===== config.mk =====
export PLATFORM = sky130hd
export DESIGN_NAME = uap_core
export DESIGN_NICKNAME = d
export VERILOG_FILES = /design/src/hdl/uap_pkg.sv /design/src/hdl/uap_core.sv /design/src/hdl/uap_bit_timer.sv /design/src/hdl/uap_rx.sv
export SDC_FILE = /design/constraint.sdc
export NUM_CORES = 1
export LEC_CHECK = 0
export ABC_CLOCK_PERIOD_IN_PS = 2500
export BUFFER_PORTS_ARGS = -buffer_cell sky130_fd_sc_hd__buf_2
export CORE_AREA = 2 2 114 143
export DETAILED_ROUTE_END_ITERATION = 12
export DIE_AREA = 0 0 116 145
export GPL_TIMING_DRIVEN = 0
export PLACE_DENSITY = 0.52
export SYNTH_ARGS = -nofsm -noshare
export SYNTH_HDL_FRONTEND = slang
export SYNTH_SLANG_ARGS = --single-unit

===== constraint.sdc =====
create_clock -name clk_i -period 2.5 [get_ports clk_i]
set_clock_uncertainty 0.1 [all_clocks]
set_input_delay 0.25 -clock clk_i [delete_from_list [all_inputs] [get_ports clk_i]]
set_output_delay 0.25 -clock clk_i [all_outputs]
set_load 0.005 [all_outputs]

===== src/hdl/uap_pkg.sv =====
// constants, register map and state types of the serial unit
// assumes one clock, synchronous active-high reset, 8-bit cpu register port
package uap_pkg;

	////////////////////////////////////////////////////////////////////////
	// register map
	localparam logic [15:0] OFS_OPERATION_MODE       = 16'hff50;
	localparam logic [15:0] OFS_TRANSMIT_BUFFER      = 16'hff51;
	localparam logic [15:0] OFS_RECEIVE_BUFFER       = 16'hff52;
	localparam logic [15:0] OFS_RECEIVE_ERROR_STATUS = 16'hff53;
	localparam logic [15:0] OFS_TRANSMIT_STATUS      = 16'hff55;

	localparam logic [7:0]  RST_OPERATION_MODE       = 8'h01;
	localparam logic [7:0]  RST_BUFFER               = 8'hff;
	localparam logic [7:0]  RST_STATUS               = 8'h00;

	////////////////////////////////////////////////////////////////////////
	// field positions
	localparam int MODE_UNIT_POWER       = 7;
	localparam int MODE_TRANSMIT_ENABLE  = 6;
	localparam int MODE_RECEIVE_ENABLE   = 5;
	localparam int MODE_PARITY_SELECT_HI = 4;
	localparam int MODE_PARITY_SELECT_LO = 3;
	localparam int MODE_CHAR_LENGTH      = 2;
	localparam int MODE_STOP_BIT_COUNT   = 1;
	localparam int MODE_ERROR_IRQ_ROUTING = 0;

	localparam int ERR_PARITY_FLAG       = 2;
	localparam int ERR_FRAMING_FLAG      = 1;
	localparam int ERR_OVERRUN_FLAG      = 0;

	localparam int TXST_BUFFER_FULL      = 1;
	localparam int TXST_SHIFTER_BUSY     = 0;

	////////////////////////////////////////////////////////////////////////
	// encodings and counts
	localparam logic [1:0] PARITY_NONE   = 2'h0;
	localparam logic [1:0] PARITY_ZERO   = 2'h1;
	localparam logic [1:0] PARITY_ODD    = 2'h2;
	localparam logic [1:0] PARITY_EVEN   = 2'h3;

	localparam logic [3:0] BITS_SEVEN    = 4'h7;
	localparam logic [3:0] BITS_EIGHT    = 4'h8;

	localparam logic [1:0] POWER_START_TICKS = 2'h2;

	typedef enum logic [2:0] {
		TX_IDLE   = 3'h0,
		TX_START  = 3'h1,
		TX_DATA   = 3'h2,
		TX_PARITY = 3'h3,
		TX_STOP   = 3'h4
	} uap_tx_state_type;

	typedef enum logic [2:0] {
		RX_IDLE   = 3'h0,
		RX_START  = 3'h1,
		RX_DATA   = 3'h2,
		RX_PARITY = 3'h3,
		RX_STOP   = 3'h4
	} uap_rx_state_type;

endpackage


===== src/hdl/uap_core.sv =====
// serial unit top: cpu registers, power sequencing, transmitter
// assumes base_tick_i marks one falling edge of the chosen base clock
module uap_core
(
	input  wire logic        clk_i,
	input  wire logic        reset_i,
	input  wire logic [15:0] bus_addr_i,
	input  wire logic        bus_write_i,
	input  wire logic        bus_read_i,
	input  wire logic [7:0]  bus_wdata_i,
	output logic [7:0]       bus_rdata_o,
	input  wire logic        base_tick_i,
	input  wire logic [7:0]  baud_divisor_i,
	input  wire logic        msb_first_i,
	input  wire logic        serial_in_i,
	output logic             serial_out_o,
	output logic             receive_done_irq_o,
	output logic             receive_error_irq_o,
	output logic             transmit_done_irq_o
);

	////////////////////////////////////////////////////////////////////////
	// registers and decode
	logic [7:0] operation_mode_reg;
	logic [7:0] transmit_buffer_reg;
	logic [7:0] receive_buffer_reg;
	logic [2:0] receive_error_status_reg;
	logic       tx_buffer_full_reg;
	logic       rx_unread_reg;
	logic [7:0] rdata_reg;
	logic [1:0] power_ticks_reg;
	logic       unit_power;
	logic       transmit_enable;
	logic       receive_enable;
	logic [1:0] parity_mode;
	logic       counter_on;
	logic       tx_active;
	logic       rx_active;
	logic       wr_mode;
	logic       wr_txbuf;
	logic       rd_rxbuf;
	logic       rd_err;
	logic       rx_line;
	logic       rx_done;
	logic [7:0] rx_data;
	logic       rx_perr;
	logic       rx_ferr;
	logic       overrun;
	logic       any_err;
	logic       rx_irq_reg;
	logic       rx_err_irq_reg;
	logic       tx_busy;

	assign unit_power      = operation_mode_reg[uap_pkg::MODE_UNIT_POWER];
	assign transmit_enable = operation_mode_reg[uap_pkg::MODE_TRANSMIT_ENABLE];
	assign receive_enable  = operation_mode_reg[uap_pkg::MODE_RECEIVE_ENABLE];
	assign parity_mode     = {operation_mode_reg[uap_pkg::MODE_PARITY_SELECT_HI],
		operation_mode_reg[uap_pkg::MODE_PARITY_SELECT_LO]};
	assign counter_on      = (power_ticks_reg == uap_pkg::POWER_START_TICKS);
	assign tx_active       = counter_on && transmit_enable;
	assign rx_active       = counter_on && receive_enable;

	assign wr_mode  = bus_write_i && (bus_addr_i == uap_pkg::OFS_OPERATION_MODE);
	assign wr_txbuf = bus_write_i && (bus_addr_i == uap_pkg::OFS_TRANSMIT_BUFFER);
	assign rd_rxbuf = bus_read_i && (bus_addr_i == uap_pkg::OFS_RECEIVE_BUFFER);
	assign rd_err   = bus_read_i && (bus_addr_i == uap_pkg::OFS_RECEIVE_ERROR_STATUS);

	assign rx_line  = unit_power ? serial_in_i : 1'b1;

	always_ff @(posedge clk_i)
	begin
		if (reset_i)
			operation_mode_reg <= uap_pkg::RST_OPERATION_MODE;
		else if (wr_mode)
			operation_mode_reg <= bus_wdata_i;
	end

	// internal clock gate: counter runs from the third base tick, after two ticks have passed
	always_ff @(posedge clk_i)
	begin
		if (reset_i || !unit_power)
			power_ticks_reg <= 2'h0;
		else if (base_tick_i && !counter_on)
			power_ticks_reg <= power_ticks_reg + 2'h1;
	end

	////////////////////////////////////////////////////////////////////////
	// read port
	always_ff @(posedge clk_i)
	begin
		if (reset_i)
			rdata_reg <= 8'h00;
		else if (bus_read_i)
		begin
			case (bus_addr_i)
				uap_pkg::OFS_OPERATION_MODE:       rdata_reg <= operation_mode_reg;
				uap_pkg::OFS_TRANSMIT_BUFFER:      rdata_reg <= transmit_buffer_reg;
				uap_pkg::OFS_RECEIVE_BUFFER:       rdata_reg <= receive_buffer_reg;
				uap_pkg::OFS_RECEIVE_ERROR_STATUS:
					rdata_reg <= {5'h00, receive_error_status_reg};
				uap_pkg::OFS_TRANSMIT_STATUS:
					rdata_reg <= {6'h00, tx_buffer_full_reg, tx_busy};
				default:                           rdata_reg <= 8'h00;
			endcase
		end
	end

	assign bus_rdata_o = rdata_reg;

	////////////////////////////////////////////////////////////////////////
	// receive path
	uap_rx u_rx
	(
		.clk_i        (clk_i),
		.reset_i      (reset_i),
		.active_i     (rx_active),
		.base_tick_i  (base_tick_i),
		.divisor_i    (baud_divisor_i),
		.line_i       (rx_line),
		.char_len_i   (operation_mode_reg[uap_pkg::MODE_CHAR_LENGTH]),
		.parity_i     (parity_mode),
		.msb_first_i  (msb_first_i),
		.done_o       (rx_done),
		.data_o       (rx_data),
		.parity_err_o (rx_perr),
		.frame_err_o  (rx_ferr)
	);

	assign overrun = rx_done && rx_unread_reg;
	assign any_err = rx_perr || rx_ferr || overrun;

	always_ff @(posedge clk_i)
	begin
		if (reset_i)
			receive_buffer_reg <= uap_pkg::RST_BUFFER;
		else if (!unit_power)
			receive_buffer_reg <= uap_pkg::RST_BUFFER;
		else if (rx_done && !overrun)
			receive_buffer_reg <= rx_data;
	end

	// unread marker: a new character wins over a read in the same cycle
	always_ff @(posedge clk_i)
	begin
		if (reset_i || !rx_active)
			rx_unread_reg <= 1'b0;
		else if (rx_done)
			rx_unread_reg <= 1'b1;
		else if (rd_rxbuf)
			rx_unread_reg <= 1'b0;
	end

	always_ff @(posedge clk_i)
	begin
		if (reset_i || !unit_power || !receive_enable)
			receive_error_status_reg <= uap_pkg::RST_STATUS[2:0];
		else if (rx_done)
			receive_error_status_reg <= (rd_err ? 3'h0 : receive_error_status_reg) |
				{rx_perr, rx_ferr, overrun};
		else if (rd_err)
			receive_error_status_reg <= 3'h0;
	end

	always_ff @(posedge clk_i)
	begin
		if (reset_i)
		begin
			rx_irq_reg     <= 1'b0;
			rx_err_irq_reg <= 1'b0;
		end
		else
		begin
			rx_irq_reg     <= rx_done &&
				(!any_err || operation_mode_reg[uap_pkg::MODE_ERROR_IRQ_ROUTING]);
			rx_err_irq_reg <= rx_done && any_err &&
				!operation_mode_reg[uap_pkg::MODE_ERROR_IRQ_ROUTING];
		end
	end

	assign receive_done_irq_o  = rx_irq_reg;
	assign receive_error_irq_o = rx_err_irq_reg;

	////////////////////////////////////////////////////////////////////////
	// transmit path
	uap_pkg::uap_tx_state_type tx_state_reg;
	logic [7:0] transmit_shifter_reg;
	logic [3:0] tx_count_reg;
	logic       tx_par_reg;
	logic       tx_stop_reg;
	logic       tx_out_reg;
	logic       tx_done_reg;
	logic       tx_bit_end;
	logic       tx_stop_last;
	logic       tx_frame_end;
	logic       tx_take;
	logic       tx_level;
	logic       tx_parity_bit;
	logic [3:0] tx_nbits;
	logic       tx_data_bit;

	assign tx_busy      = (tx_state_reg != uap_pkg::TX_IDLE);
	assign tx_nbits     = operation_mode_reg[uap_pkg::MODE_CHAR_LENGTH] ?
		uap_pkg::BITS_EIGHT : uap_pkg::BITS_SEVEN;
	assign tx_stop_last = !operation_mode_reg[uap_pkg::MODE_STOP_BIT_COUNT] ||
		tx_stop_reg;
	assign tx_frame_end = (tx_state_reg == uap_pkg::TX_STOP) && tx_bit_end && tx_stop_last;
	// load on a base tick: straight from idle, or at the end of the last stop bit
	assign tx_take      = tx_active && tx_buffer_full_reg && base_tick_i &&
		((tx_state_reg == uap_pkg::TX_IDLE) || tx_frame_end);
	assign tx_data_bit  = msb_first_i ? transmit_shifter_reg[7] : transmit_shifter_reg[0];

	always_comb
	begin
		case (parity_mode)
			uap_pkg::PARITY_ODD:  tx_parity_bit = !tx_par_reg;
			uap_pkg::PARITY_EVEN: tx_parity_bit = tx_par_reg;
			default:              tx_parity_bit = 1'b0;
		endcase
	end

	always_comb
	begin
		case (tx_state_reg)
			uap_pkg::TX_START:  tx_level = 1'b0;
			uap_pkg::TX_DATA:   tx_level = tx_data_bit;
			uap_pkg::TX_PARITY: tx_level = tx_parity_bit;
			default:            tx_level = 1'b1;
		endcase
	end

	uap_bit_timer u_tx_timer
	(
		.clk_i       (clk_i),
		.reset_i     (reset_i),
		.enable_i    (tx_active),
		.restart_i   (tx_take),
		.base_tick_i (base_tick_i),
		.divisor_i   (baud_divisor_i),
		.mid_o       (),
		.end_o       (tx_bit_end)
	);

	always_ff @(posedge clk_i)
	begin
		if (reset_i)
			transmit_buffer_reg <= uap_pkg::RST_BUFFER;
		else if (wr_txbuf)
			transmit_buffer_reg <= bus_wdata_i;
	end

	// a write in the load cycle keeps the flag set
	always_ff @(posedge clk_i)
	begin
		if (reset_i || !unit_power || !transmit_enable)
			tx_buffer_full_reg <= 1'b0;
		else if (wr_txbuf)
			tx_buffer_full_reg <= 1'b1;
		else if (tx_take)
			tx_buffer_full_reg <= 1'b0;
	end

	always_ff @(posedge clk_i)
	begin
		if (reset_i || !tx_active)
		begin
			tx_state_reg         <= uap_pkg::TX_IDLE;
			transmit_shifter_reg <= uap_pkg::RST_BUFFER;
			tx_count_reg         <= 4'h0;
			tx_par_reg           <= 1'b0;
			tx_stop_reg          <= 1'b0;
		end
		else if (tx_take)
		begin
			tx_state_reg         <= uap_pkg::TX_START;
			transmit_shifter_reg <= transmit_buffer_reg;
			tx_count_reg         <= 4'h0;
			tx_par_reg           <= 1'b0;
			tx_stop_reg          <= 1'b0;
		end
		else if (tx_bit_end)
		begin
			case (tx_state_reg)
				uap_pkg::TX_START:
					tx_state_reg <= uap_pkg::TX_DATA;
				uap_pkg::TX_DATA:
				begin
					tx_par_reg   <= tx_par_reg ^ tx_data_bit;
					tx_count_reg <= tx_count_reg + 4'h1;
					if (msb_first_i)
						transmit_shifter_reg <= {transmit_shifter_reg[6:0], 1'b0};
					else
						transmit_shifter_reg <= {1'b0, transmit_shifter_reg[7:1]};
					if (tx_count_reg == tx_nbits - 4'h1)
						tx_state_reg <= (parity_mode == uap_pkg::PARITY_NONE) ?
							uap_pkg::TX_STOP : uap_pkg::TX_PARITY;
				end
				uap_pkg::TX_PARITY:
					tx_state_reg <= uap_pkg::TX_STOP;
				uap_pkg::TX_STOP:
					if (tx_stop_last)
						tx_state_reg <= uap_pkg::TX_IDLE;
					else
						tx_stop_reg <= 1'b1;
				default:
					tx_state_reg <= uap_pkg::TX_IDLE;
			endcase
		end
	end

	always_ff @(posedge clk_i)
	begin
		if (reset_i)
		begin
			tx_out_reg  <= 1'b1;
			tx_done_reg <= 1'b0;
		end
		else
		begin
			tx_out_reg  <= unit_power ? tx_level : 1'b1;
			tx_done_reg <= tx_active && base_tick_i && tx_frame_end;
		end
	end

	assign serial_out_o        = tx_out_reg;
	assign transmit_done_irq_o = tx_done_reg;

endmodule


===== src/hdl/uap_bit_timer.sv =====
// bit period timer counting base ticks
// assumes divisor of zero means 256 ticks
module uap_bit_timer
(
	input  wire logic       clk_i,
	input  wire logic       reset_i,
	input  wire logic       enable_i,
	input  wire logic       restart_i,
	input  wire logic       base_tick_i,
	input  wire logic [7:0] divisor_i,
	output logic            mid_o,
	output logic            end_o
);

	logic [7:0] count_reg;
	logic [7:0] last_count;

	assign last_count = divisor_i - 8'h01;
	assign end_o      = base_tick_i && (count_reg == last_count);
	assign mid_o      = base_tick_i && (count_reg == {1'b0, divisor_i[7:1]});

	always_ff @(posedge clk_i)
	begin
		if (reset_i || !enable_i || restart_i)
			count_reg <= 8'h00;
		else if (end_o)
			count_reg <= 8'h00;
		else if (base_tick_i)
			count_reg <= count_reg + 8'h01;
	end

endmodule


===== src/hdl/uap_rx.sv =====
// receive shifter: start detect, mid-bit sampling, parity and stop check
// assumes line_i already forced high while the unit is unpowered
module uap_rx
(
	input  wire logic       clk_i,
	input  wire logic       reset_i,
	input  wire logic       active_i,
	input  wire logic       base_tick_i,
	input  wire logic [7:0] divisor_i,
	input  wire logic       line_i,
	input  wire logic       char_len_i,
	input  wire logic [1:0] parity_i,
	input  wire logic       msb_first_i,
	output logic            done_o,
	output logic [7:0]      data_o,
	output logic            parity_err_o,
	output logic            frame_err_o
);

	uap_pkg::uap_rx_state_type state_reg;
	logic [7:0] receive_shifter_reg;
	logic [3:0] count_reg;
	logic       par_reg;
	logic       perr_reg;
	logic       done_reg;
	logic [7:0] data_reg;
	logic       perr_out_reg;
	logic       ferr_reg;
	logic       restart;
	logic       sample;
	logic [3:0] nbits;
	logic [7:0] aligned;

	assign restart = (state_reg == uap_pkg::RX_IDLE) && base_tick_i && !line_i;
	assign nbits   = char_len_i ? uap_pkg::BITS_EIGHT : uap_pkg::BITS_SEVEN;

	always_comb
	begin
		if (char_len_i)
			aligned = receive_shifter_reg;
		else if (msb_first_i)
			aligned = {receive_shifter_reg[6:0], 1'b0};
		else
			aligned = {1'b0, receive_shifter_reg[7:1]};
	end

	uap_bit_timer u_timer
	(
		.clk_i       (clk_i),
		.reset_i     (reset_i),
		.enable_i    (active_i),
		.restart_i   (restart),
		.base_tick_i (base_tick_i),
		.divisor_i   (divisor_i),
		.mid_o       (sample),
		.end_o       ()
	);

	always_ff @(posedge clk_i)
	begin
		done_reg <= 1'b0;
		if (reset_i || !active_i)
		begin
			state_reg           <= uap_pkg::RX_IDLE;
			receive_shifter_reg <= uap_pkg::RST_BUFFER;
			count_reg           <= 4'h0;
			par_reg             <= 1'b0;
			perr_reg            <= 1'b0;
		end
		else
		begin
			case (state_reg)
				uap_pkg::RX_IDLE:
					if (restart)
						state_reg <= uap_pkg::RX_START;
				uap_pkg::RX_START:
					if (sample)
					begin
						state_reg <= line_i ? uap_pkg::RX_IDLE : uap_pkg::RX_DATA;
						count_reg <= 4'h0;
						par_reg   <= 1'b0;
						perr_reg  <= 1'b0;
					end
				uap_pkg::RX_DATA:
					if (sample)
					begin
						if (msb_first_i)
							receive_shifter_reg <= {receive_shifter_reg[6:0], line_i};
						else
							receive_shifter_reg <= {line_i, receive_shifter_reg[7:1]};
						par_reg   <= par_reg ^ line_i;
						count_reg <= count_reg + 4'h1;
						if (count_reg == nbits - 4'h1)
							state_reg <= (parity_i == uap_pkg::PARITY_NONE) ?
								uap_pkg::RX_STOP : uap_pkg::RX_PARITY;
					end
				uap_pkg::RX_PARITY:
					if (sample)
					begin
						state_reg <= uap_pkg::RX_STOP;
						case (parity_i)
							uap_pkg::PARITY_ODD:  perr_reg <= !(par_reg ^ line_i);
							uap_pkg::PARITY_EVEN: perr_reg <= par_reg ^ line_i;
							default:              perr_reg <= 1'b0;
						endcase
					end
				uap_pkg::RX_STOP:
					if (sample)
					begin
						state_reg <= uap_pkg::RX_IDLE;
						done_reg  <= 1'b1;
					end
				default:
					state_reg <= uap_pkg::RX_IDLE;
			endcase
		end
	end

	always_ff @(posedge clk_i)
	begin
		if (reset_i)
		begin
			data_reg     <= uap_pkg::RST_BUFFER;
			perr_out_reg <= 1'b0;
			ferr_reg     <= 1'b0;
		end
		else if (active_i && state_reg == uap_pkg::RX_STOP && sample)
		begin
			data_reg     <= aligned;
			perr_out_reg <= perr_reg;
			ferr_reg     <= !line_i;
		end
	end

	assign done_o       = done_reg;
	assign data_o       = data_reg;
	assign parity_err_o = perr_out_reg;
	assign frame_err_o  = ferr_reg;

endmodule


# After elaboration in Yosys (flattened, before gate mapping)
# Index checks and enable logic that the tools add are counted.
dict set report totals {
  wordCells 191
  input_bits 39
  reg_bits 104
}
dict set report classes {
  n_eq_ne 31
  reduce_logical 75
  n_addsub 7
  n_mux 43
  bitwise 6
}
# op n
set ops {}
lappend ops {{$eq 16x16->1 const B} 5}
lappend ops {{$mux 8} 7}
lappend ops {{$pmux 8 s5} 1}
lappend ops {{$mux 3} 11}
lappend ops {{$logic_and 1x1->1} 26}
lappend ops {{$add 8x1->8 const B} 2}
lappend ops {{$eq 8x8->1} 2}
lappend ops {{$pmux 3 s5} 1}
lappend ops {{$reduce_and 3->1} 5}
lappend ops {{$logic_not 1->1} 13}
lappend ops {{$eq 3x2->1 const B} 4}
lappend ops {{$logic_or 1x1->1} 12}
lappend ops {{$mux 1} 12}
lappend ops {{$mux 4} 3}
lappend ops {{$pmux 3 s4} 1}
lappend ops {{$reduce_bool 2->1} 6}
lappend ops {{$ne 2x1->1 const B} 5}
lappend ops {{$reduce_or 2->1} 5}
lappend ops {{$add 4x1->4 const B} 2}
lappend ops {{$eq 4x4->1} 2}
lappend ops {{$eq 8x7->1} 1}
lappend ops {{$pmux 1 s2} 4}
lappend ops {{$pmux 4 s2} 1}
lappend ops {{$sub 8x1->8 const B} 1}
lappend ops {{other kinds (17)} 30}

# Logic depth before layout (Yosys ltp)
dict set report logic_depth {
  ltp_word 9
  depth_mapped 10
  mapped_depth_nobuf 8
}

# Cells and area by module
# Synthesis repeated with hierarchy kept, for this count alone.
dict set report hier_totals {
  hier_cells 675
  hier_area_um2 5915.7
}
# mod area_per_inst_um2 cells_per_inst n_inst seq_area_each_um2
set modules_own_cells {}
lappend modules_own_cells {uap_core 2980.4 328 1 1201.2}
lappend modules_own_cells {uap_bit_timer 774.5 94 2 160.2}
lappend modules_own_cells {uap_rx 1386.3 159 1 560.5}

# Worst setup path after synthesis
# Ideal clock, no wire load.
dict set report synth_timing {
  path_kind {input to register}
  start {in baud_divisor_i[0]}
  end {reg u_rx.u_timer.count_reg[0]}
  stages 6
  setup_slack_ps -24
  required_ps 2255
  arrival_ps 2279
  setup_ps 145
  cell_sequence {or3_1 -> nor3_1 -> xnor3_1 -> or4b_2 -> o31ai_1 -> nor2_1}
}
dict set report synth_between {
  elab_chain_cells 4
}
# item line_no
set synth_lines {}
lappend synth_lines {{start, declared} uap_core.sv:13} ;# input wire logic [7:0] baud_divisor_i,
lappend synth_lines {{$sub 8x1->8} uap_bit_timer.sv:18} ;# assign last_count = divisor_i - 8'h01;
lappend synth_lines {{$eq 8x8->1} uap_bit_timer.sv:19} ;# assign end_o = base_tick_i && (count_reg == last_count);
lappend synth_lines {{$logic_and 1x1->1} uap_bit_timer.sv:19}
lappend synth_lines {{$reduce_or 2->1 (no line)} n/a}
lappend synth_lines {{end signal, assigned} uap_bit_timer.sv:29} ;# count_reg <= count_reg + 8'h01;
lappend synth_lines {{end, declared} uap_bit_timer.sv:15} ;# logic [7:0] count_reg;
# No other way between the ends.
# A chain may end at the register's enable or synchronous reset.

# Worst setup path in the final report
dict set report layout_timing {
  start {reg u_rx.u_timer.count_reg[5]}
  end {reg u_rx.data_reg[6], in the netlist u_rx.data_o[6]}
}
dict set report layout_between {
  elab_chain_cells 3
}
# item line_no
set layout_lines {}
lappend layout_lines {{$eq 8x7->1} uap_bit_timer.sv:20} ;# assign mid_o = base_tick_i && (count_reg == {1'b0, divisor_i[7:1]});
lappend layout_lines {{$logic_and 1x1->1} uap_bit_timer.sv:20}
lappend layout_lines {{$logic_and 1x1->1} uap_rx.sv:127} ;# else if (active_i && state_reg == uap_pkg::RX_STOP && sample)
lappend layout_lines {{end signal, assigned} uap_rx.sv:123} ;# data_reg <= uap_pkg::RST_BUFFER;
lappend layout_lines {{end signal, assigned} uap_rx.sv:129} ;# data_reg <= aligned;
lappend layout_lines {{end, declared} uap_rx.sv:26} ;# logic [7:0] data_reg;
# No other way between the ends.

==> impl_metrics.csv <==
group,metric,value,unit
setup_path,reg2reg_from,"u_rx.u_timer.count_reg[5]",
clock_network,cts_buffers,9,
grt,grt_pass1_vias,4494,
grt,antenna_found_initial,0,
cells_and_area,areaGrowthSynthToFinish,17.7,%
grt,grt_max_degree,17,
yosys,synth_edf_count,0,
yosys,ys.warnings.count,0,
yosys,synth_cells,620,
setup_path,worstPathMaxFanout,6,
setup_path,startpoint,"u_rx.u_timer.count_reg[5]",
grt,globalRouteOverflowTotal,0,
worst_hold_path,holdPathStages,3,
setup_path,r2r-end,"u_rx.data_o[6]",
cells_and_area,antenna_cells,0,
setup_path,start_kind,"flop",
die,rows,51,
route,initialDrtViolationCount,171,
yosys,synth-seq-area-share,39.3,%
cells_and_area,drive_gt1_share,15.1,%
clock_network,cts_tree,"built",
timing,final_hold_viol_count,0,
setup_path,crit_top_cell,"or4_4",
die,dieArea,16800,µm²
timing,rsz0062_at_grt,"true",
cells_and_area,final_util,40.4,%
run_status,status,"complete, no violations",
yosys,synthTopCellsByArea,"dfxtp_1 39%, mux2i_1 6.4%, nor2_1 6.0%, xnor2_1 4.3%, nand2_1 4.2%",
clock_network,cts.sinks,104,
cells_and_area,nNetsFinal,728,
yosys,async_flop_share,0,%
route,drc,0,
clock_network,cts_buffer_depth,2,
grt,gr-usage-all-layers,17.2,%
timing,finalSetupViolations,0,
timing,fmax,403,MHz
grt,grt_pass1_wl,22.6,mm
pwr,leakagePower,2.45,nW
timing,worst_pin_slew,748,ps
placed_design,portBuffers,45,
setup_path,critical_path_required,2650,ps
setup_path,crit_chain,"xnor2_1 > nand2_1 > or4_4 > or4_4 > clkbuf_16 > a211o_1",
timing,min_period_over_period,99.3,%
clock_network,root_buffer,"clkbuf_16",
die,coreArea,15400,µm²
worst_hold_path,hp-start,"bus_wdata_i[4]",
route,dr.pass1.iters,5,
setup_path,r2r_cells,6,
route,vias,4677,
clock_network,clkTransAtPathRegs,70,ps
yosys,netlist.area_leader.share,39.3,%
setup_path,cp.arrival,2630,ps
yosys,yosysTopAreaCell,"dfxtp_1",
setup_path,cp_top_family,"simple AND/OR/NAND/NOR gates",
die,start_util,34.3,%
worst_hold_path,hold_path_end,"operation_mode_reg[4]",
die,fp.dieH,145,µm
setup_path,critPathBufInv,1,
yosys,avgSynthCellArea,8.55,µm²
yosys,synth_seq_cells,104,
route,wl_per_cell,15.7,µm
yosys,ys.flop_type,"dfxtp_1",
placed_design,gp_congestion,0.865,
yosys,synth_common_cells,"104 x dfxtp_1, 85 x nor2_1, 60 x nand2_1",
route,wirelength,14.1,mm
yosys,syn_area,5300,µm²
pwr,ir_drop,0.257,mV
yosys,synth_most_common_cell,"dfxtp_1",
die,die_x,116,µm
yosys,synth_cell_types,54,
route,via_per_inst,5.20,
die,ios,51,
placed_design,hpwl,10.8,mm
yosys,synthesis.nets,665,
clock_network,holdBufCountCts,0,
setup_path,critPathKind,"flop to flop",
timing,relSlewSlack,50.2,%
setup_path,endpoint_kind,"flop",
setup_path,slowest_delay,580,ps
clock_network,clkLatencyLatePin,360,ps
pwr,powerDensity,536,nW/µm²
route,drt.antenna.violating_nets,0,
job,maxCapViolations,0,
clock_network,htree_num_levels,3,
setup_path,reg2reg_slack,20,ps
setup_path,slowest_stage,"or4_4",
timing,fin_tns_setup,0,ps
worst_hold_path,min_path_type,"primary input to flop",
timing,period_needed,2480,ps
timing,final_max_slew_viol_count,0,
[how the worst max path moves through the flow]
| stage | depth (start not counted) | slack (ps) | to |
|---|---|---|---|
| after detailed placement | 6 | -440 | transmit_buffer_reg[4] |
| after global routing | 8 | -90 | u_rx.data_o[6] |
| after CTS | 7 | 7 | u_rx.data_o[4] |
| after global placement | 6 | -440 | transmit_buffer_reg[4] |
| final | 6 | 20 | u_rx.data_o[6] |
| after floorplan | 9 | 50 | u_rx.data_o[0] |
[metal layers]
metal	track usage [%]	share of wire (%)
met5	0	0
met4	7.14	2.5
met3	2.88	4.7
met2	29.9	50
met1	20.6	42
[where the power goes]
| group | total (W) | internal (W) | leakage, nW | switching, W |
|---|---|---|---|---|
| logic | 0.000186 | 0.0000798 | 1.46 | 0.000106 |
| clock network | 0.00150 | 0.000878 | 0.150 | 0.000625 |
| registers | 0.00166 | 0.00166 | 0.842 | 0.00000000623 |
| total | 0.00334 | 0.00261 | 2.45 | 0.000731 |
[logic make-up (layout without fill, tap and decap cells)]
| logic type | count (synthesis) | count (layout) | synth area share, % |
|---|---|---|---|
| compound gates | 119 | 119 | 14.9 |
| simple gates | 250 | 250 | 22.8 |
| xor+xnor | 48 | 48 | 9.11 |
| mux | 37 | 37 | 7.48 |
| fa+ha+maj | 6 | 6 | 1.42 |
| buf+inv | 56 | 124 | 4.98 |
| flops | 104 | 104 | 39.3 |
[final cells by class]
cell class | instances | area (µm²)
well taps | 212 | 265
repair buffers | 54 | 310
plain buffers | 37 | 184
inverters | 17 | 63.8
fillers | 1615 | 9200
clock inverters | 5 | 81.3
clock buffers | 11 | 233
multi-input cells | 460 | 3020
flip-flops and latches | 104 | 2090
[worst register-to-register path: cells and delay by family (launching register included)]
kind | cells | cell delay [ps]
and+or+nand+nor | 3 | 1260
DFF | 1 | 360
AOI/OAI and AO/OA | 1 | 280
buffers and inverters | 1 | 200
xor gates and xnor gates | 1 | 190
[per-stage QoR]
step / instance area (µm²) / worst slack, ps / instances / hold slack, ps / power [W]
2_1_floorplan: 5310 / 51.3 / 620 / 294 / 0.00181
3_3_place_gp: 5800 / -441 / 877 / 349 / 0.00187
3_5_place_dp: 5800 / -439 / 877 / 356 / 0.00188
4_1_cts: 6140 / 7.41 / 895 / 38.4 / 0.00339
5_1_grt: 6240 / -94.5 / 900 / 79.5 / 0.00346
6_report: 6240 / 18.0 / 900 / 44.7 / 0.00334
[placed cells by master, fill, tap and decap left out, types with 6 or more instances in the layout]
| master | count |
|---|---|
| a211o_1 | 17 |
| a21oi_1 | 30 |
| a221o_1 | 8 |
| buf_2 | 51 |
| buf_4 | 9 |
| clkbuf_1 | 24 |
| clkbuf_16 | 10 |
| dfxtp_1 | 99 |
| ha_1 | 6 |
| inv_1 | 17 |
| mux2i_1 | 34 |
| nand2_1 | 60 |
| nand2b_1 | 10 |
| nand3_1 | 23 |
| nand4_1 | 13 |
| nor2_1 | 85 |
| nor2b_1 | 14 |
| nor3_1 | 10 |
| o211ai_1 | 10 |
| o21ai_0 | 25 |
| xnor2_1 | 24 |
| xor2_1 | 17 |
[what timing repair did]
item | in CTS | in global routing
cloned | 0 | 1
endpoints found under the setup margin | 17 | 37
setup buffers | 3 | 5
pin swaps | 1 | 8
resized for setup | 3 | 14
No activity file was read; power rests on OpenSTA's default activity.
